## src/pkg/wdt_pkg.sv

```systemverilog
// constants, field positions and state types of the watchdog block
// assumes one 200 MHz system clock and a synchronous active-high reset
package wdt_pkg;

  // ****************************************
  // io ports of the index/data pair
  // ****************************************
  localparam logic [15:0] WDT_PORT_INDEX = 16'h0022; // [RULE_12]
  localparam logic [15:0] WDT_PORT_DATA  = 16'h0023; // [RULE_12]

  // ****************************************
  // register indexes
  // ****************************************
  localparam logic [7:0] WDT_IDX_CTRL = 8'h37;
  localparam logic [7:0] WDT_IDX_SEL  = 8'h38;
  localparam logic [7:0] WDT_IDX_CNTL = 8'h39;
  localparam logic [7:0] WDT_IDX_CNTM = 8'h3a;
  localparam logic [7:0] WDT_IDX_CNTH = 8'h3b;
  localparam logic [7:0] WDT_IDX_MISC = 8'h3c;

  // ****************************************
  // field positions
  // ****************************************
  localparam int WDT_CTRL_LATCH_BIT  = 7;
  localparam int WDT_CTRL_ENABLE_BIT = 6;
  localparam int WDT_MISC_STATUS_BIT = 7;
  localparam int WDT_SEL_LSB         = 4;
  localparam int WDT_CNT_W           = 24;

  // ****************************************
  // reset values
  // ****************************************
  localparam logic [7:0]  WDT_RST_BYTE  = 8'h00;
  localparam logic [23:0] WDT_RST_COUNT = 24'h000000;

  // ****************************************
  // count source
  // ****************************************
  localparam int  WDT_CLK_HZ     = 200000000;
  localparam int  WDT_SRC_HZ     = 32768;
  localparam real WDT_STEP_US    = 30.5;

  // ****************************************
  // timeout selector codes
  // ****************************************
  localparam logic [3:0] WDT_SEL_NMI = 4'hc;
  localparam logic [3:0] WDT_SEL_RST = 4'hd;

  typedef struct packed {
    logic [7:0]  index;
    logic [7:0]  ctrl;
    logic [7:0]  sel;
    logic [23:0] term;
    logic [6:0]  misc;
    logic        status;
    logic [23:0] count;
    logic [23:0] snap;
    logic        done;
    logic        fire;
    logic [7:0]  rdata;
  } wdt_top_st_t;

  typedef struct packed {
    logic s1;
    logic s2;
    logic s3;
    logic lvl;
    logic tick;
  } wdt_sync_st_t;

  typedef struct packed {
    logic [15:0] irq;
    logic        nmi;
    logic        rst;
  } wdt_out_st_t;

endpackage : wdt_pkg

```

## src/pkg/wdt_link_if.sv

```systemverilog
// carrier between the watchdog core and its helper modules
// assumes all members run on the system clock
`timescale 1ns/10ps
interface wdt_link_if;
  logic       tick;
  logic       fire;
  logic [3:0] sel;

  modport sync_mp (output tick);
  modport core_mp (input tick, output fire, output sel);
  modport dec_mp  (input fire, input sel);
endinterface : wdt_link_if

```

## src/logic/wdt_sync.sv

```systemverilog
// three-flop synchroniser turning the 32.768 kHz pin into a tick
// assumes the pin is asynchronous to sys_clk_i
`timescale 1ns/10ps
module wdt_sync
  import wdt_pkg::*;
(
  input  wire logic    sys_clk_i,
  input  wire logic    rst_i,
  input  wire logic    src_clk_i,
  wdt_link_if.sync_mp  link
);

  wdt_sync_st_t st_reg;
  wdt_sync_st_t st_next;

  // ****************************************
  // next state
  // ****************************************
  always_comb begin
    st_next      = st_reg;
    st_next.s1   = src_clk_i;
    st_next.s2   = st_reg.s1;
    st_next.s3   = st_reg.s2;
    st_next.tick = 1'b0;
    if (st_reg.s2 == st_reg.s3) begin
      st_next.lvl = st_reg.s3;
      st_next.tick = st_reg.s3 & ~st_reg.lvl; // [RULE_01]
    end
  end

  always_ff @(posedge sys_clk_i) begin
    if (rst_i) begin
      st_reg <= '0;
    end else begin
      st_reg <= st_next;
    end
  end

  assign link.tick = st_reg.tick;

endmodule : wdt_sync

```

## src/logic/wdt_out_dec.sv

```systemverilog
// decodes the timeout selector into one output pulse
// assumes fire is a one-cycle pulse from the core
`timescale 1ns/10ps
module wdt_out_dec
  import wdt_pkg::*;
(
  input  wire logic        sys_clk_i,
  input  wire logic        rst_i,
  wdt_link_if.dec_mp       link,
  output logic      [15:0] irq_o,
  output logic             nmi_o,
  output logic             sys_reset_o
);

  wdt_out_st_t st_reg;
  wdt_out_st_t st_next;

  // ****************************************
  // selector decode
  // ****************************************
  always_comb begin
    st_next = '0;
    if (link.fire) begin // [RULE_08]
      unique case (link.sel) // [RULE_09]
        4'h1: st_next.irq[3] = 1'b1;
        4'h2: st_next.irq[4] = 1'b1;
        4'h3: st_next.irq[5] = 1'b1;
        4'h4: st_next.irq[6] = 1'b1;
        4'h5: st_next.irq[7] = 1'b1;
        4'h6: st_next.irq[9] = 1'b1;
        4'h7: st_next.irq[10] = 1'b1;
        4'h8: st_next.irq[11] = 1'b1;
        4'h9: st_next.irq[12] = 1'b1;
        4'ha: st_next.irq[14] = 1'b1;
        4'hb: st_next.irq[15] = 1'b1;
        WDT_SEL_NMI: st_next.nmi = 1'b1;
        WDT_SEL_RST: st_next.rst = 1'b1;
        default: st_next = '0;
      endcase
    end
  end

  always_ff @(posedge sys_clk_i) begin
    if (rst_i) begin
      st_reg <= '0;
    end else begin
      st_reg <= st_next;
    end
  end

  assign irq_o       = st_reg.irq;
  assign nmi_o       = st_reg.nmi;
  assign sys_reset_o = st_reg.rst;

endmodule : wdt_out_dec

```

## src/logic/wdt_top.sv

```systemverilog
// watchdog timeout counter behind the index/data configuration ports
// assumes a host issuing one-cycle io strobes on sys_clk_i
`timescale 1ns/10ps

// What this block does
// [RULE_01] count with 24 bits, one step per 32.768 kHz source period
// [RULE_02] control bit 6 runs the watchdog when set, stops it when clear
// [RULE_03] with control bit 7 clear, count bytes read back the terminal count
// [RULE_04] bit 7 rising snapshots the running count; reads return it
// [RULE_05] status bit 7 of the misc register shows a timeout happened
// [RULE_06] terminal count bytes: 3bh high, 3ah middle, 39h low
// [RULE_07] enabled counter counts up from zero toward the terminal count
// [RULE_08] reaching the terminal count drives the output picked by select bits 7:4
// [RULE_09] codes 1 to 11 pick irq lines, 12 nmi, 13 reset, rest reserved
// [RULE_10] writing enable to zero clears the running counter
// [RULE_11] host disables before loading a new terminal count, then enables
// [RULE_12] index written at port 22h, data moved at port 23h
// [RULE_13] output and status fire once, on first equality while enabled
module wdt_top
  import wdt_pkg::*;
(
  input  wire logic        sys_clk_i,
  input  wire logic        rst_i,
  input  wire logic        src_clk_i,
  input  wire logic [15:0] io_addr_i,
  input  wire logic        io_wr_i,
  input  wire logic        io_rd_i,
  input  wire logic [7:0]  io_wdata_i,
  output logic      [7:0]  io_rdata_o,
  output logic      [15:0] irq_o,
  output logic             nmi_o,
  output logic             sys_reset_o
);

  // ****************************************
  // state and helpers
  // ****************************************
  wdt_top_st_t st_reg;
  wdt_top_st_t st_next;

  wdt_link_if link ();

  // ****************************************
  // port strobes
  // ****************************************
  logic        wr_index;
  logic        wr_data;
  logic        rd_index;
  logic        rd_data;
  logic        wr_ctrl;
  logic        wr_sel;
  logic        wr_cntl;
  logic        wr_cntm;
  logic        wr_cnth;
  logic        wr_misc;

  // ****************************************
  // control and counter helpers
  // ****************************************
  logic        enabled;
  logic        latch_mode;
  logic        ena_clr;
  logic        ena_rise;
  logic        latch_rise;
  logic        hit;
  logic        tick_step;
  logic [23:0] count_inc;
  logic [23:0] shown;
  logic [7:0]  data_rd;

  // ****************************************
  // count source tick
  // ****************************************
  wdt_sync u_sync (
    .sys_clk_i (sys_clk_i),
    .rst_i     (rst_i),
    .src_clk_i (src_clk_i),
    .link      (link.sync_mp)
  );

  // ****************************************
  // timeout output decode
  // ****************************************
  wdt_out_dec u_dec (
    .sys_clk_i   (sys_clk_i),
    .rst_i       (rst_i),
    .link        (link.dec_mp),
    .irq_o       (irq_o),
    .nmi_o       (nmi_o),
    .sys_reset_o (sys_reset_o)
  );

  // ****************************************
  // index port decode
  // ****************************************
  assign wr_index = io_wr_i & (io_addr_i == WDT_PORT_INDEX); // [RULE_12]
  assign rd_index = io_rd_i & (io_addr_i == WDT_PORT_INDEX);

  // ****************************************
  // data port decode
  // ****************************************
  assign wr_data  = io_wr_i & (io_addr_i == WDT_PORT_DATA);  // [RULE_12]
  assign rd_data  = io_rd_i & (io_addr_i == WDT_PORT_DATA);

  // ****************************************
  // register write strobes
  // ****************************************
  assign wr_ctrl = wr_data & (st_reg.index == WDT_IDX_CTRL);
  assign wr_sel  = wr_data & (st_reg.index == WDT_IDX_SEL);
  assign wr_cntl = wr_data & (st_reg.index == WDT_IDX_CNTL); // [RULE_06]
  assign wr_cntm = wr_data & (st_reg.index == WDT_IDX_CNTM); // [RULE_06]
  assign wr_cnth = wr_data & (st_reg.index == WDT_IDX_CNTH); // [RULE_06]
  assign wr_misc = wr_data & (st_reg.index == WDT_IDX_MISC);

  // ****************************************
  // control bit events
  // ****************************************
  assign enabled    = st_reg.ctrl[WDT_CTRL_ENABLE_BIT];
  assign latch_mode = st_reg.ctrl[WDT_CTRL_LATCH_BIT];
  assign ena_clr    = wr_ctrl & ~io_wdata_i[WDT_CTRL_ENABLE_BIT]; // [RULE_10]
  assign ena_rise   = wr_ctrl & io_wdata_i[WDT_CTRL_ENABLE_BIT] & ~enabled;
  assign latch_rise = wr_ctrl & io_wdata_i[WDT_CTRL_LATCH_BIT] & ~latch_mode; // [RULE_04]

  // ****************************************
  // counter read source
  // ****************************************
  always_comb begin
    if (latch_mode) begin
      shown = st_reg.snap; // [RULE_04]
    end else begin
      shown = st_reg.term; // [RULE_03]
    end
  end

  // ****************************************
  // data port read mux
  // ****************************************
  always_comb begin
    data_rd = 8'h00;
    unique case (st_reg.index)
      WDT_IDX_CTRL: begin
        data_rd = st_reg.ctrl;
      end
      WDT_IDX_SEL: begin
        data_rd = st_reg.sel;
      end
      WDT_IDX_CNTL: begin
        data_rd = shown[7:0]; // [RULE_06]
      end
      WDT_IDX_CNTM: begin
        data_rd = shown[15:8]; // [RULE_06]
      end
      WDT_IDX_CNTH: begin
        data_rd = shown[23:16]; // [RULE_06]
      end
      WDT_IDX_MISC: begin
        data_rd = {st_reg.status, st_reg.misc}; // [RULE_05]
      end
      default: begin
        data_rd = 8'h00;
      end
    endcase
  end

  // ****************************************
  // terminal match
  // ****************************************
  assign hit = enabled & (st_reg.count == st_reg.term) & ~st_reg.done; // [RULE_13]

  // ****************************************
  // count step
  // ****************************************
  assign tick_step = enabled & link.tick & (st_reg.count != st_reg.term); // [RULE_07]
  assign count_inc = st_reg.count + 24'h000001;

  // ****************************************
  // next state
  // ****************************************
  always_comb begin
    st_next = st_reg;

    // ****************************************
    // index port
    // ****************************************
    if (wr_index) begin
      st_next.index = io_wdata_i; // [RULE_12]
    end

    // ****************************************
    // running counter
    // ****************************************
    if (!enabled || ena_clr) begin
      st_next.count = WDT_RST_COUNT; // [RULE_02]
    end else if (tick_step) begin
      st_next.count = count_inc; // [RULE_07]
    end

    // ****************************************
    // fired-once flag
    // ****************************************
    if (!enabled || ena_clr) begin
      st_next.done = 1'b0;
    end else if (hit) begin
      st_next.done = 1'b1; // [RULE_13]
    end

    // ****************************************
    // fire pulse
    // ****************************************
    st_next.fire = hit; // [RULE_08]

    // ****************************************
    // status flag, set wins
    // ****************************************
    if (hit) begin
      st_next.status = 1'b1; // [RULE_05]
    end else if (ena_rise) begin
      st_next.status = 1'b0;
    end

    // ****************************************
    // control register
    // ****************************************
    if (wr_ctrl) begin
      st_next.ctrl = io_wdata_i;
    end

    // ****************************************
    // snapshot
    // ****************************************
    if (latch_rise) begin
      st_next.snap = st_reg.count; // [RULE_04]
    end

    // ****************************************
    // select and terminal count
    // ****************************************
    if (wr_sel) begin
      st_next.sel = io_wdata_i; // [RULE_08]
    end
    if (wr_cntl) begin
      st_next.term[7:0] = io_wdata_i; // [RULE_06]
    end
    if (wr_cntm) begin
      st_next.term[15:8] = io_wdata_i; // [RULE_06]
    end
    if (wr_cnth) begin
      st_next.term[23:16] = io_wdata_i; // [RULE_06]
    end

    // ****************************************
    // misc storage
    // ****************************************
    if (wr_misc) begin
      st_next.misc = io_wdata_i[6:0];
    end

    // ****************************************
    // read answer
    // ****************************************
    if (rd_index) begin
      st_next.rdata = st_reg.index;
    end else if (rd_data) begin
      st_next.rdata = data_rd;
    end
  end

  // ****************************************
  // state register
  // ****************************************
  always_ff @(posedge sys_clk_i) begin
    if (rst_i) begin
      st_reg.index  <= WDT_RST_BYTE;
      st_reg.ctrl   <= WDT_RST_BYTE;
      st_reg.sel    <= WDT_RST_BYTE;
      st_reg.term   <= WDT_RST_COUNT;
      st_reg.misc   <= 7'h00;
      st_reg.status <= 1'b0;
      st_reg.count  <= WDT_RST_COUNT;
      st_reg.snap   <= WDT_RST_COUNT;
      st_reg.done   <= 1'b0;
      st_reg.fire   <= 1'b0;
      st_reg.rdata  <= WDT_RST_BYTE;
    end else begin
      st_reg <= st_next;
    end
  end

  // ****************************************
  // links to helpers
  // ****************************************
  assign link.fire  = st_reg.fire;
  assign link.sel   = st_reg.sel[WDT_SEL_LSB +: 4]; // [RULE_08]

  // ****************************************
  // top outputs
  // ****************************************
  assign io_rdata_o = st_reg.rdata;

endmodule : wdt_top

```

## config.mk

```make
export PLATFORM = sky130hd
export DESIGN_NAME = wdt_top
export DESIGN_NICKNAME = d
export VERILOG_FILES = /design/src/pkg/wdt_pkg.sv /design/src/pkg/wdt_link_if.sv /design/src/logic/wdt_sync.sv /design/src/logic/wdt_out_dec.sv /design/src/logic/wdt_top.sv
export SDC_FILE = /design/constraint.sdc
export NUM_CORES = 1
export LEC_CHECK = 0
export BUFFER_PORTS_ARGS = -buffer_cell sky130_fd_sc_hd__buf_2
export CAP_MARGIN = 10
export CORE_MARGIN = 3
export CORE_UTILIZATION = 33
export CTS_CLUSTER_SIZE = 25
export DETAILED_ROUTE_END_ITERATION = 6
export GPL_TIMING_DRIVEN = 0
export PLACE_DENSITY_LB_ADDON = 0.3
export SKIP_CTS_REPAIR_TIMING = 1
export SYNTH_ARGS = -nofsm -noshare
export SYNTH_HDL_FRONTEND = slang
export SYNTH_HIERARCHICAL = 1
export SYNTH_SLANG_ARGS = --single-unit
```

## constraint.sdc

```tcl
create_clock -name sys_clk_i -period 1.8 [get_ports sys_clk_i]
set_input_delay 0.18 -clock sys_clk_i [delete_from_list [all_inputs] [get_ports sys_clk_i]]
set_output_delay 0.18 -clock sys_clk_i [all_outputs]
set_load 0.05 [all_outputs]
```

# --- After elaboration in Yosys (flattened, before gate mapping) ---
# Cells that the tools add are included.
totals:
  ff_bits: 137
  in_bits: 29
op_classes:
  addsub: 1
  n_eq_ne: 24
  muxes: 19
  bitwise_logic: 27
  n_reduce_logical: 7
ops:
  columns: ["operator", "n"]
  rows:
  - ["8-bit by 6-bit equality test with 1-bit output, second input constant", 6]
  - ["8-bit case mux with 6 select lines", 1]
  - ["16-bit by 6-bit equality test with 1-bit output, second input constant", 2]
  - ["24-bit by 1-bit adder with 24-bit output, second input constant", 1]
  - ["24-bit equality test", 1]
  - ["4-bit equality test, second input constant", 6]
  - ["24-bit two-way mux", 1]
  - ["24-bit inequality test", 1]
  - ["1-bit AND", 20]
  - ["4-bit by 3-bit equality test with 1-bit output, second input constant", 4]
  - ["8-bit two-way mux", 2]
  - ["1-bit two-way mux", 15]
  - ["4-bit by 2-bit equality test with 1-bit output, second input constant", 2]
  - ["1-bit NOT", 7]
  - ["2-bit OR reduction", 3]
  - ["4-bit by 1-bit equality test with 1-bit output, second input constant", 1]
  - ["2-bit nonzero test", 2]
  - ["1-bit equality test", 1]
  - ["1-bit logical NOT", 1]
  - ["1-bit logical OR", 1]

# --- Longest topological paths before layout ---
# Gate-level depths: netlist of the first run.
logic_depth:
  depth_word: 7
  depth_mapped: 9
  mapped_depth_nobuf: 6

# --- Cells and area by module ---
# The synthesis of the first run kept the hierarchy.
by_module_without_submodules:
  columns: ["module", "instances", "cells_per_inst", "area_each_um2", "seq_area_each_um2"]
  rows:
  - ["wdt_top", 1, 654, 5614.1, 2282.2]
  - ["wdt_out_dec", 1, 39, 415.4, 260.2]
  - ["wdt_sync", 1, 12, 148.9, 100.1]

# --- Least setup slack after synthesis of the first run ---
# OpenSTA, ideal clock, no wires.
synth_timing:
  path_type: "register to register"
  start: "register st_reg[108] in the netlist's numbering"
  end: "register st_reg[13] in the netlist's numbering"
  t_arrival_ps: 1741
  t_required_ps: 1668
  slack_ps: -73
  stages_incl_launch_ff: 10
  synth_period_minus_slack_ps: 1873
  path_cell_list: "dfxtp_1 > buf_2 > nand4b_1 > nor2_2 > nand4_2 > or3b_1 > clkbuf_1 > buf_2 > nand2_1 > a21oi_1"
synth_between:
  elab_chain_cells: 4
synth_lines:
  columns: ["item", "line_no", "text"]
  rows:
  - ["start, declared", "wdt_top.sv:38", "wdt_top_st_t st_reg;"]
  - ["start signal, assigned", "wdt_top.sv:285", "st_reg <= st_next;"]
  - ["8-bit by 6-bit equality test with 1-bit output", "wdt_top.sv:108", "assign wr_ctrl = wr_data & (st_reg.index == WDT_IDX_CTRL);"]
  - ["1-bit AND", "wdt_top.sv:108", null]
  - ["1-bit AND (2 in a row)", "wdt_top.sv:122", "assign latch_rise = wr_ctrl & io_wdata_i[WDT_CTRL_LATCH_BIT] & ~latch_mode;"]
# Every way passes these cells.
# A chain may end at the register's enable or synchronous reset.

# --- Worst setup path in the final report of the first run ---
layout_timing:
  start: "register st_reg[47] in the netlist's numbering"
  end: "register st_reg[43] in the netlist's numbering"
layout_between:
  elab_chain_cells: 2
layout_lines:
  columns: ["item", "line_no", "text"]
  rows:
  - ["24-bit inequality test", "wdt_top.sv:173", "assign tick_step = enabled & link.tick & (st_reg.count != st_reg.term);"]
  - ["1-bit AND", "wdt_top.sv:173", null]
# Every way passes these cells.

==> impl_metrics.json, run 1 <==
{
  "dp_cells": 986,
  "critical_path_class": "flip-flop to flip-flop",
  "grt_usage_pct": 17.6,
  "drc": 0,
  "p_leak_nw": 3.27,
  "ctsHtreeMaxLevel": 4,
  "io_pins": 55,
  "avgSynthCellArea_sq_um": 8.76,
  "clock_path_buffers": 2,
  "floorplan.die.height_um": 143,
  "largest_register_ffs": 99,
  "cts_buffers": 17,
  "final_common_cell": "nand2_1",
  "fillers": 1659,
  "worstSetupStartpoint": "st_reg[47]",
  "ant_nets": 0,
  "die_area_sq_um": 20400,
  "postSynthCellCount": 705,
  "clkTransAtPathRegs_ns": 0.06,
  "start_util_pct": 34.0,
  "cts_tree": "done",
  "stdcell_count": 1070,
  "cp-end-kind": "flip-flop",
  "drive_gt1_share_pct": 39.6,
  "hold_viol": 0,
  "r2r_start": "st_reg[47]",
  "min_period_over_period_pct": 111,
  "dominantRegCellSynth": "dfxtp_1",
  "max_slew_margin_pct": 44.6,
  "num-nets-final": 858,
  "maxCapViolCount": 0,
  "drtIter0Drc": 260,
  "start_kind": "flip-flop",
  "required_ns": 2.16,
  "grt_pass1_wl_um": 27600,
  "diodes": 0,
  "drtPass1Iterations": 5,
  "finClkSkew_ns": 0.00762,
  "regArea_sq_um": 2690,
  "portBuffers": 48,
  "r2r_slack_ns": -0.19,
  "async_flop_share_pct": 0,
  "hold_path_depth": 2,
  "min_path_type": "primary input to flip-flop",
  "hp-start": "rst_i",
  "die_w_um": 143,
  "crit_arrival_ns": 2.35,
  "clkLatencyLatePin_ns": 0.43,
  "r2r-end": "st_reg[43]",
  "tns_ns": -6.62,
  "viasPerCell": 5.27,
  "power_mw": 6.45,
  "rsz0062_at_grt": "yes",
  "p_per_area_nw_per_um2": 746,
  "final_cell_mix": "128 x nand2_1, 105 x dfxtp_1, 54 x buf_4, 48 x buf_2, 43 x nor2_1",
  "synthesis.area_sq_um": 6180,
  "cts_num_sinks": 132,
  "hold_end": "u_sync/st_reg[1]",
  "setup_slack_ns": -0.195,
  "irDropWorstVdd_uv": 558,
  "fmax_ghz": 0.501,
  "fp.coreArea_sq_um": 18100,
  "synth-edff-count": 0,
  "wire_per_inst_um": 18.2,
  "finalWeightedCongestion": 0.870,
  "dp_hpwl_um": 12800,
  "synth-seq-cells": 132,
  "grt_max_degree": 17,
  "fp-row-count": 49,
  "reg2reg_depth": 9,
  "violations": "negative setup slack",
  "grt_pass1_vias": 4967,
  "slew_viol_final": 0,
  "antenna_found_initial": 0,
  "yosys_warnings": 6,
  "syn_to_final_growth_pct": 39.9,
  "wirelength_um": 19500,
  "synth_cell_type_count": 67,
  "status": "finished with violations",
  "min_period_ns": 1.99,
  "worstMarginPinSlew_ns": 0.831,
  "globalRouteOverflowTotal": 0,
  "route.vias.total": 5639,
  "critPathMaxFanout": 7,
  "seq_area_frac_synth_pct": 42.8,
  "setup_violations": 56,
  "multi_input_area_sq_um": 3800,
  "root_buffer": "clkbuf_16"
}
[power by group]
| group | switching (mW) | leakage (nW) | internal [mW] |
|---|---|---|---|
| registers | 0.00111 | 1.08 | 2.91 |
| logic | 0.127 | 1.92 | 0.0493 |
| clock network | 1.42 | 0.274 | 1.93 |
[synthesized netlist by cell type, types with 5 or more instances]
| cell type | n | area (sq um) |
|---|---|---|
| xor2_1 | 23 | 201 |
| nor4_1 | 9 | 56.3 |
| o31ai_1 | 6 | 45.0 |
| nand2b_1 | 13 | 81.3 |
| mux4_2 | 8 | 180 |
| nor2_1 | 45 | 169 |
| clkbuf_1 | 21 | 78.8 |
| buf_4 | 15 | 113 |
| buf_2 | 10 | 50.1 |
| dfxtp_1 | 132 | 2640 |
| and2_1 | 5 | 31.3 |
| o211ai_1 | 9 | 67.6 |
| nand3_1 | 7 | 35.0 |
| buf_6 | 8 | 90.1 |
| o21ai_0 | 14 | 70.1 |
| nand2_1 | 156 | 586 |
| a211oi_1 | 6 | 45.0 |
| a22oi_1 | 8 | 60.1 |
| nor3_1 | 8 | 40.0 |
| a21boi_1 | 6 | 45.0 |
| nand4_1 | 8 | 50.1 |
| mux2i_1 | 38 | 380 |
| a21oi_1 | 62 | 310 |
| or3_1 | 6 | 37.5 |
| o221ai_1 | 5 | 43.8 |
| and4_1 | 5 | 43.8 |
[per-layer routing]
layer | track usage (%) | up-vias | share of wire (%)
li1 | - | 2703 | -
met1 | 23.8 | 2720 | 45
met2 | 27.8 | 177 | 47
met3 | 4.09 | 39 | 5.8
met4 | 5.75 | 0 | 2.4
met5 | 0 | - | 0
[metrics by stage]
step	utilization (%)	hold WS (ns)	cell area (sq um)	setup slack [ns]
6_report	47.6	0.0425	8640	-0.195
4_1_cts	40.4	-0.0187	7320	-0.634
5_1_grt	47.6	0.0648	8640	-0.346
3_5_place_dp	37.2	0.425	6750	-0.617
3_3_place_gp	37.2	0.423	6750	-0.616
2_1_floorplan	-	0.247	6220	0.00356
[worst max path at each step]
| stage | end | slack [ns] | cells past startpoint |
|---|---|---|---|
| 2_1_floorplan | st_reg[13] | 0.004 | 9 |
| 3_3_place_gp | st_reg[43] | -0.62 | 8 |
| 4_1_cts | st_reg[43] | -0.63 | 8 |
| 6_report | st_reg[43] | -0.19 | 9 |
| 3_5_place_dp | st_reg[43] | -0.62 | 8 |
| 5_1_grt | st_reg[43] | -0.35 | 10 |
[layout make-up]
cell class / count / share of cell area, %
Clock buffer: 21 / 5.56
Sequential cell: 132 / 31.1
Clock inverter: 11 / 1.07
Timing Repair Buffer: 104 / 9.35
Multi-Input combinational cell: 520 / 44.0
Tap cell: 229 / 3.32
Inverter: 2 / 0.0869
Buffer: 51 / 5.43
[logic make-up (layout without fill, tap and decap cells)]
| kind of cell | count (synthesis) | after routing | share of synthesized area (%) |
|---|---|---|---|
| compound gates | 132 | 133 | 13.3 |
| simple gates | 305 | 305 | 24.6 |
| flops | 132 | 132 | 42.8 |
| buf+inv | 58 | 189 | 5.63 |
| mux | 49 | 49 | 9.62 |
| xor+xnor | 27 | 27 | 3.83 |
| fa+ha+maj | 1 | 1 | 0.202 |
| other cells | 1 | 5 | 0.0607 |
[critical path, stage by stage (launching register included)]
cell and delay [ns]:
dfxtp_4 0.38, xor2_1 0.16, nor4_2 0.40, nand4_1 0.16
buf_6 0.17, nor2_4 0.15, buf_6 0.16, buf_8 0.13
o21ai_0 0.09, a21boi_1 0.13
Note: power is estimated with default switching activity, not from simulation.
==> run 2: changes to the inputs <==
--- a/config.mk
+++ b/config.mk
@@ -7,7 +7,6 @@
 export LEC_CHECK = 0
 export BUFFER_PORTS_ARGS = -buffer_cell sky130_fd_sc_hd__buf_2
 export CAP_MARGIN = 10
-export CORE_MARGIN = 3
 export CORE_UTILIZATION = 33
 export CTS_CLUSTER_SIZE = 25
 export DETAILED_ROUTE_END_ITERATION = 6
==> run 2 against run 1 <==
The run ends with design-rule violations, negative setup slack left. Via count grew 0.28%. Sequential power is essentially flat. Largest cell class unchanged. Clock skew shrank 0.0027 ns. Critical endpoint is now st_reg[41]. Clock-buffer cell count down 4. Die area shrank 5.5%. Global-route usage is 1.3 points higher. Combinational power shrank 3%. Routed wire length fell by 0.68%.
==> impl_metrics.json, run 2 (synthesis results as in run 1) <==
{
  "wirelength_um": 19300,
  "root_buffer": "clkbuf_16",
  "p_seq_share_pct": 45.4,
  "required_ns": 2.13,
  "grt_max_degree": 17,
  "critical_path_class": "flip-flop to flip-flop",
  "io_pins": 55,
  "max_slew_margin_pct": 51.8,
  "antenna_found_initial": 0,
  "critPathMaxFanout": 3,
  "wl_met1_um": 8550,
  "min_period_over_period_pct": 111,
  "clock_path_buffers": 2,
  "cp-end-kind": "flip-flop",
  "utilization_pct": 46.6,
  "grt_usage_pct": 18.9,
  "path_cells": "xor2_1 > nor4_2 > nand4_1 > buf_4 > o211ai_1 > xnor2_1 > and2_1",
  "fp.coreArea_sq_um": 18100,
  "p_comb_share_pct": 2.7,
  "largest_register_ffs": 99,
  "syn_to_final_growth_pct": 36.8,
  "drtIter0Drc": 402,
  "start_util_pct": 34.0,
  "num-nets-final": 866,
  "die_w_um": 139,
  "slew_viol_final": 0,
  "floorplan.die.height_um": 139,
  "rsz0062_at_grt": "yes",
  "crit_arrival_ns": 2.33,
  "p_clk_share_pct": 51.9,
  "clkLatencyLatePin_ns": 0.43,
  "p_leak_nw": 3.28,
  "stdcell_count": 1078,
  "diodes": 0,
  "clkTransAtPathRegs_ns": 0.06,
  "internal-power_mw": 4.78,
  "final_common_cell": "nand2_1",
  "viasPerCell": 5.25,
  "start_kind": "flip-flop",
  "min_period_ns": 2.00,
  "pre_cts_slack_ns": -0.640,
  "dp_cells": 986,
  "drtPass1Iterations": 7,
  "route.vias.total": 5655,
  "grt_pass1_wl_um": 27900,
  "met2_length_um": 9240,
  "ctsHtreeMaxLevel": 4,
  "setup_violations": 50,
  "routed-wl-met3_um": 1120,
  "sw_frac_of_total_pct": 25.4,
  "wire_per_inst_um": 17.9,
  "critPathSlowestCell": "dfxtp_1",
  "worstMarginPinSlew_ns": 0.724,
  "fp-row-count": 49,
  "setup_slack_ns": -0.200,
  "p_per_area_nw_per_um2": 759,
  "final_cell_mix": "147 x nand2_1, 106 x dfxtp_1, 61 x buf_4, 53 x a21oi_1, 49 x buf_2",
  "dp_hpwl_um": 12700,
  "tns_ns": -5.87,
  "drc": 10,
  "cpLargestDelayFamily": "simple AND/OR/NAND/NOR gates",
  "min_path_type": "primary input to flip-flop",
  "die_area_sq_um": 19300,
  "finalWeightedCongestion": 0.862,
  "globalRouteOverflowTotal": 0,
  "hold_viol": 0,
  "cts_buffers": 17,
  "fmax_ghz": 0.500,
  "drive_gt1_share_pct": 35.6,
  "slowest_delay_ns": 0.36,
  "p_sw_mw": 1.63,
  "route.top_layer_used": "met4",
  "cts_tree": "done",
  "grt_pass1_vias": 5076,
  "maxCapViolCount": 0,
  "status": "finished with violations",
  "cts_num_sinks": 132,
  "ant_nets": 0,
  "finClkSkew_ns": 0.00497,
  "violations": "design-rule violations, negative setup slack",
  "critical_path_buf_inv_count": 1,
  "power_mw": 6.41,
  "irDropWorstVdd_uv": 550,
  "r2r_slack_ns": -0.20,
  "portBuffers": 48
}
## run 2: cell count changes in the layout (fill, tap and decap cells not counted), moves of 4 or more
cell and change:
a21oi_2 -23, a21oi_1 +21, nand2_1 +19, nand2_4 -19, buf_4 +7, buf_6 +6, buf_12 -4, clkbuf_8 -4
inv_8 +4
## run 2: cell type report
class                      instances  area [sq um]
clock buffer                      17           425
inverter                           2          7.51
sequential                       132          2690
multi-input combinational        519          3610
fill                            1706          9690
buffer                            50           449
clock inverter                    15           138
timing repair buffer             114           843
tap                              229           287
## run 2: power by group through the flow
stage | registers (mW) | logic (mW) | clock network (mW)
finish | 2.91 | 0.171 | 3.33
global route | 2.91 | 0.180 | 3.50
CTS | 2.92 | 0.162 | 3.37
detailed placement | 2.99 | 0.162 | 0
global placement | 2.99 | 0.163 | 0
floorplan | 2.99 | 0.0762 | 0
## run 2: worst reg2reg max path, cell delays in order (launching register included)
cell	delay, ns
dfxtp_1	0.36
xor2_1	0.19
nor4_2	0.33
nand4_1	0.30
buf_4	0.25
o211ai_1	0.22
xnor2_1	0.10
and2_1	0.14
## run 2: path summary, 6_finish.rpt
kind / start / endpoint / cells past startpoint
setup / recovery: st_reg[79] / st_reg[41] / 7
hold reg to reg: io_rdata_o[0] / io_rdata_o[0] / 2
hold / removal: rst_i / u_sync/st_reg[2] / 2
setup reg to reg: st_reg[79] / st_reg[41] / 7
## run 2: routing by layer
metal / GRT usage [%] / up-vias
met5: 0 / -
met4: 6.55 / 0
met3: 4.63 / 34
met2: 30.0 / 169
met1: 25.1 / 2721
li1: - / 2731
## run 2: stage by stage
stage	hold slack [ns]	area, sq um
floorplan	0.247	6220
global placement	0.421	6750
detailed placement	0.420	6750
CTS	-0.0280	7310
global route	0.0476	8450
finish	0.0383	8450
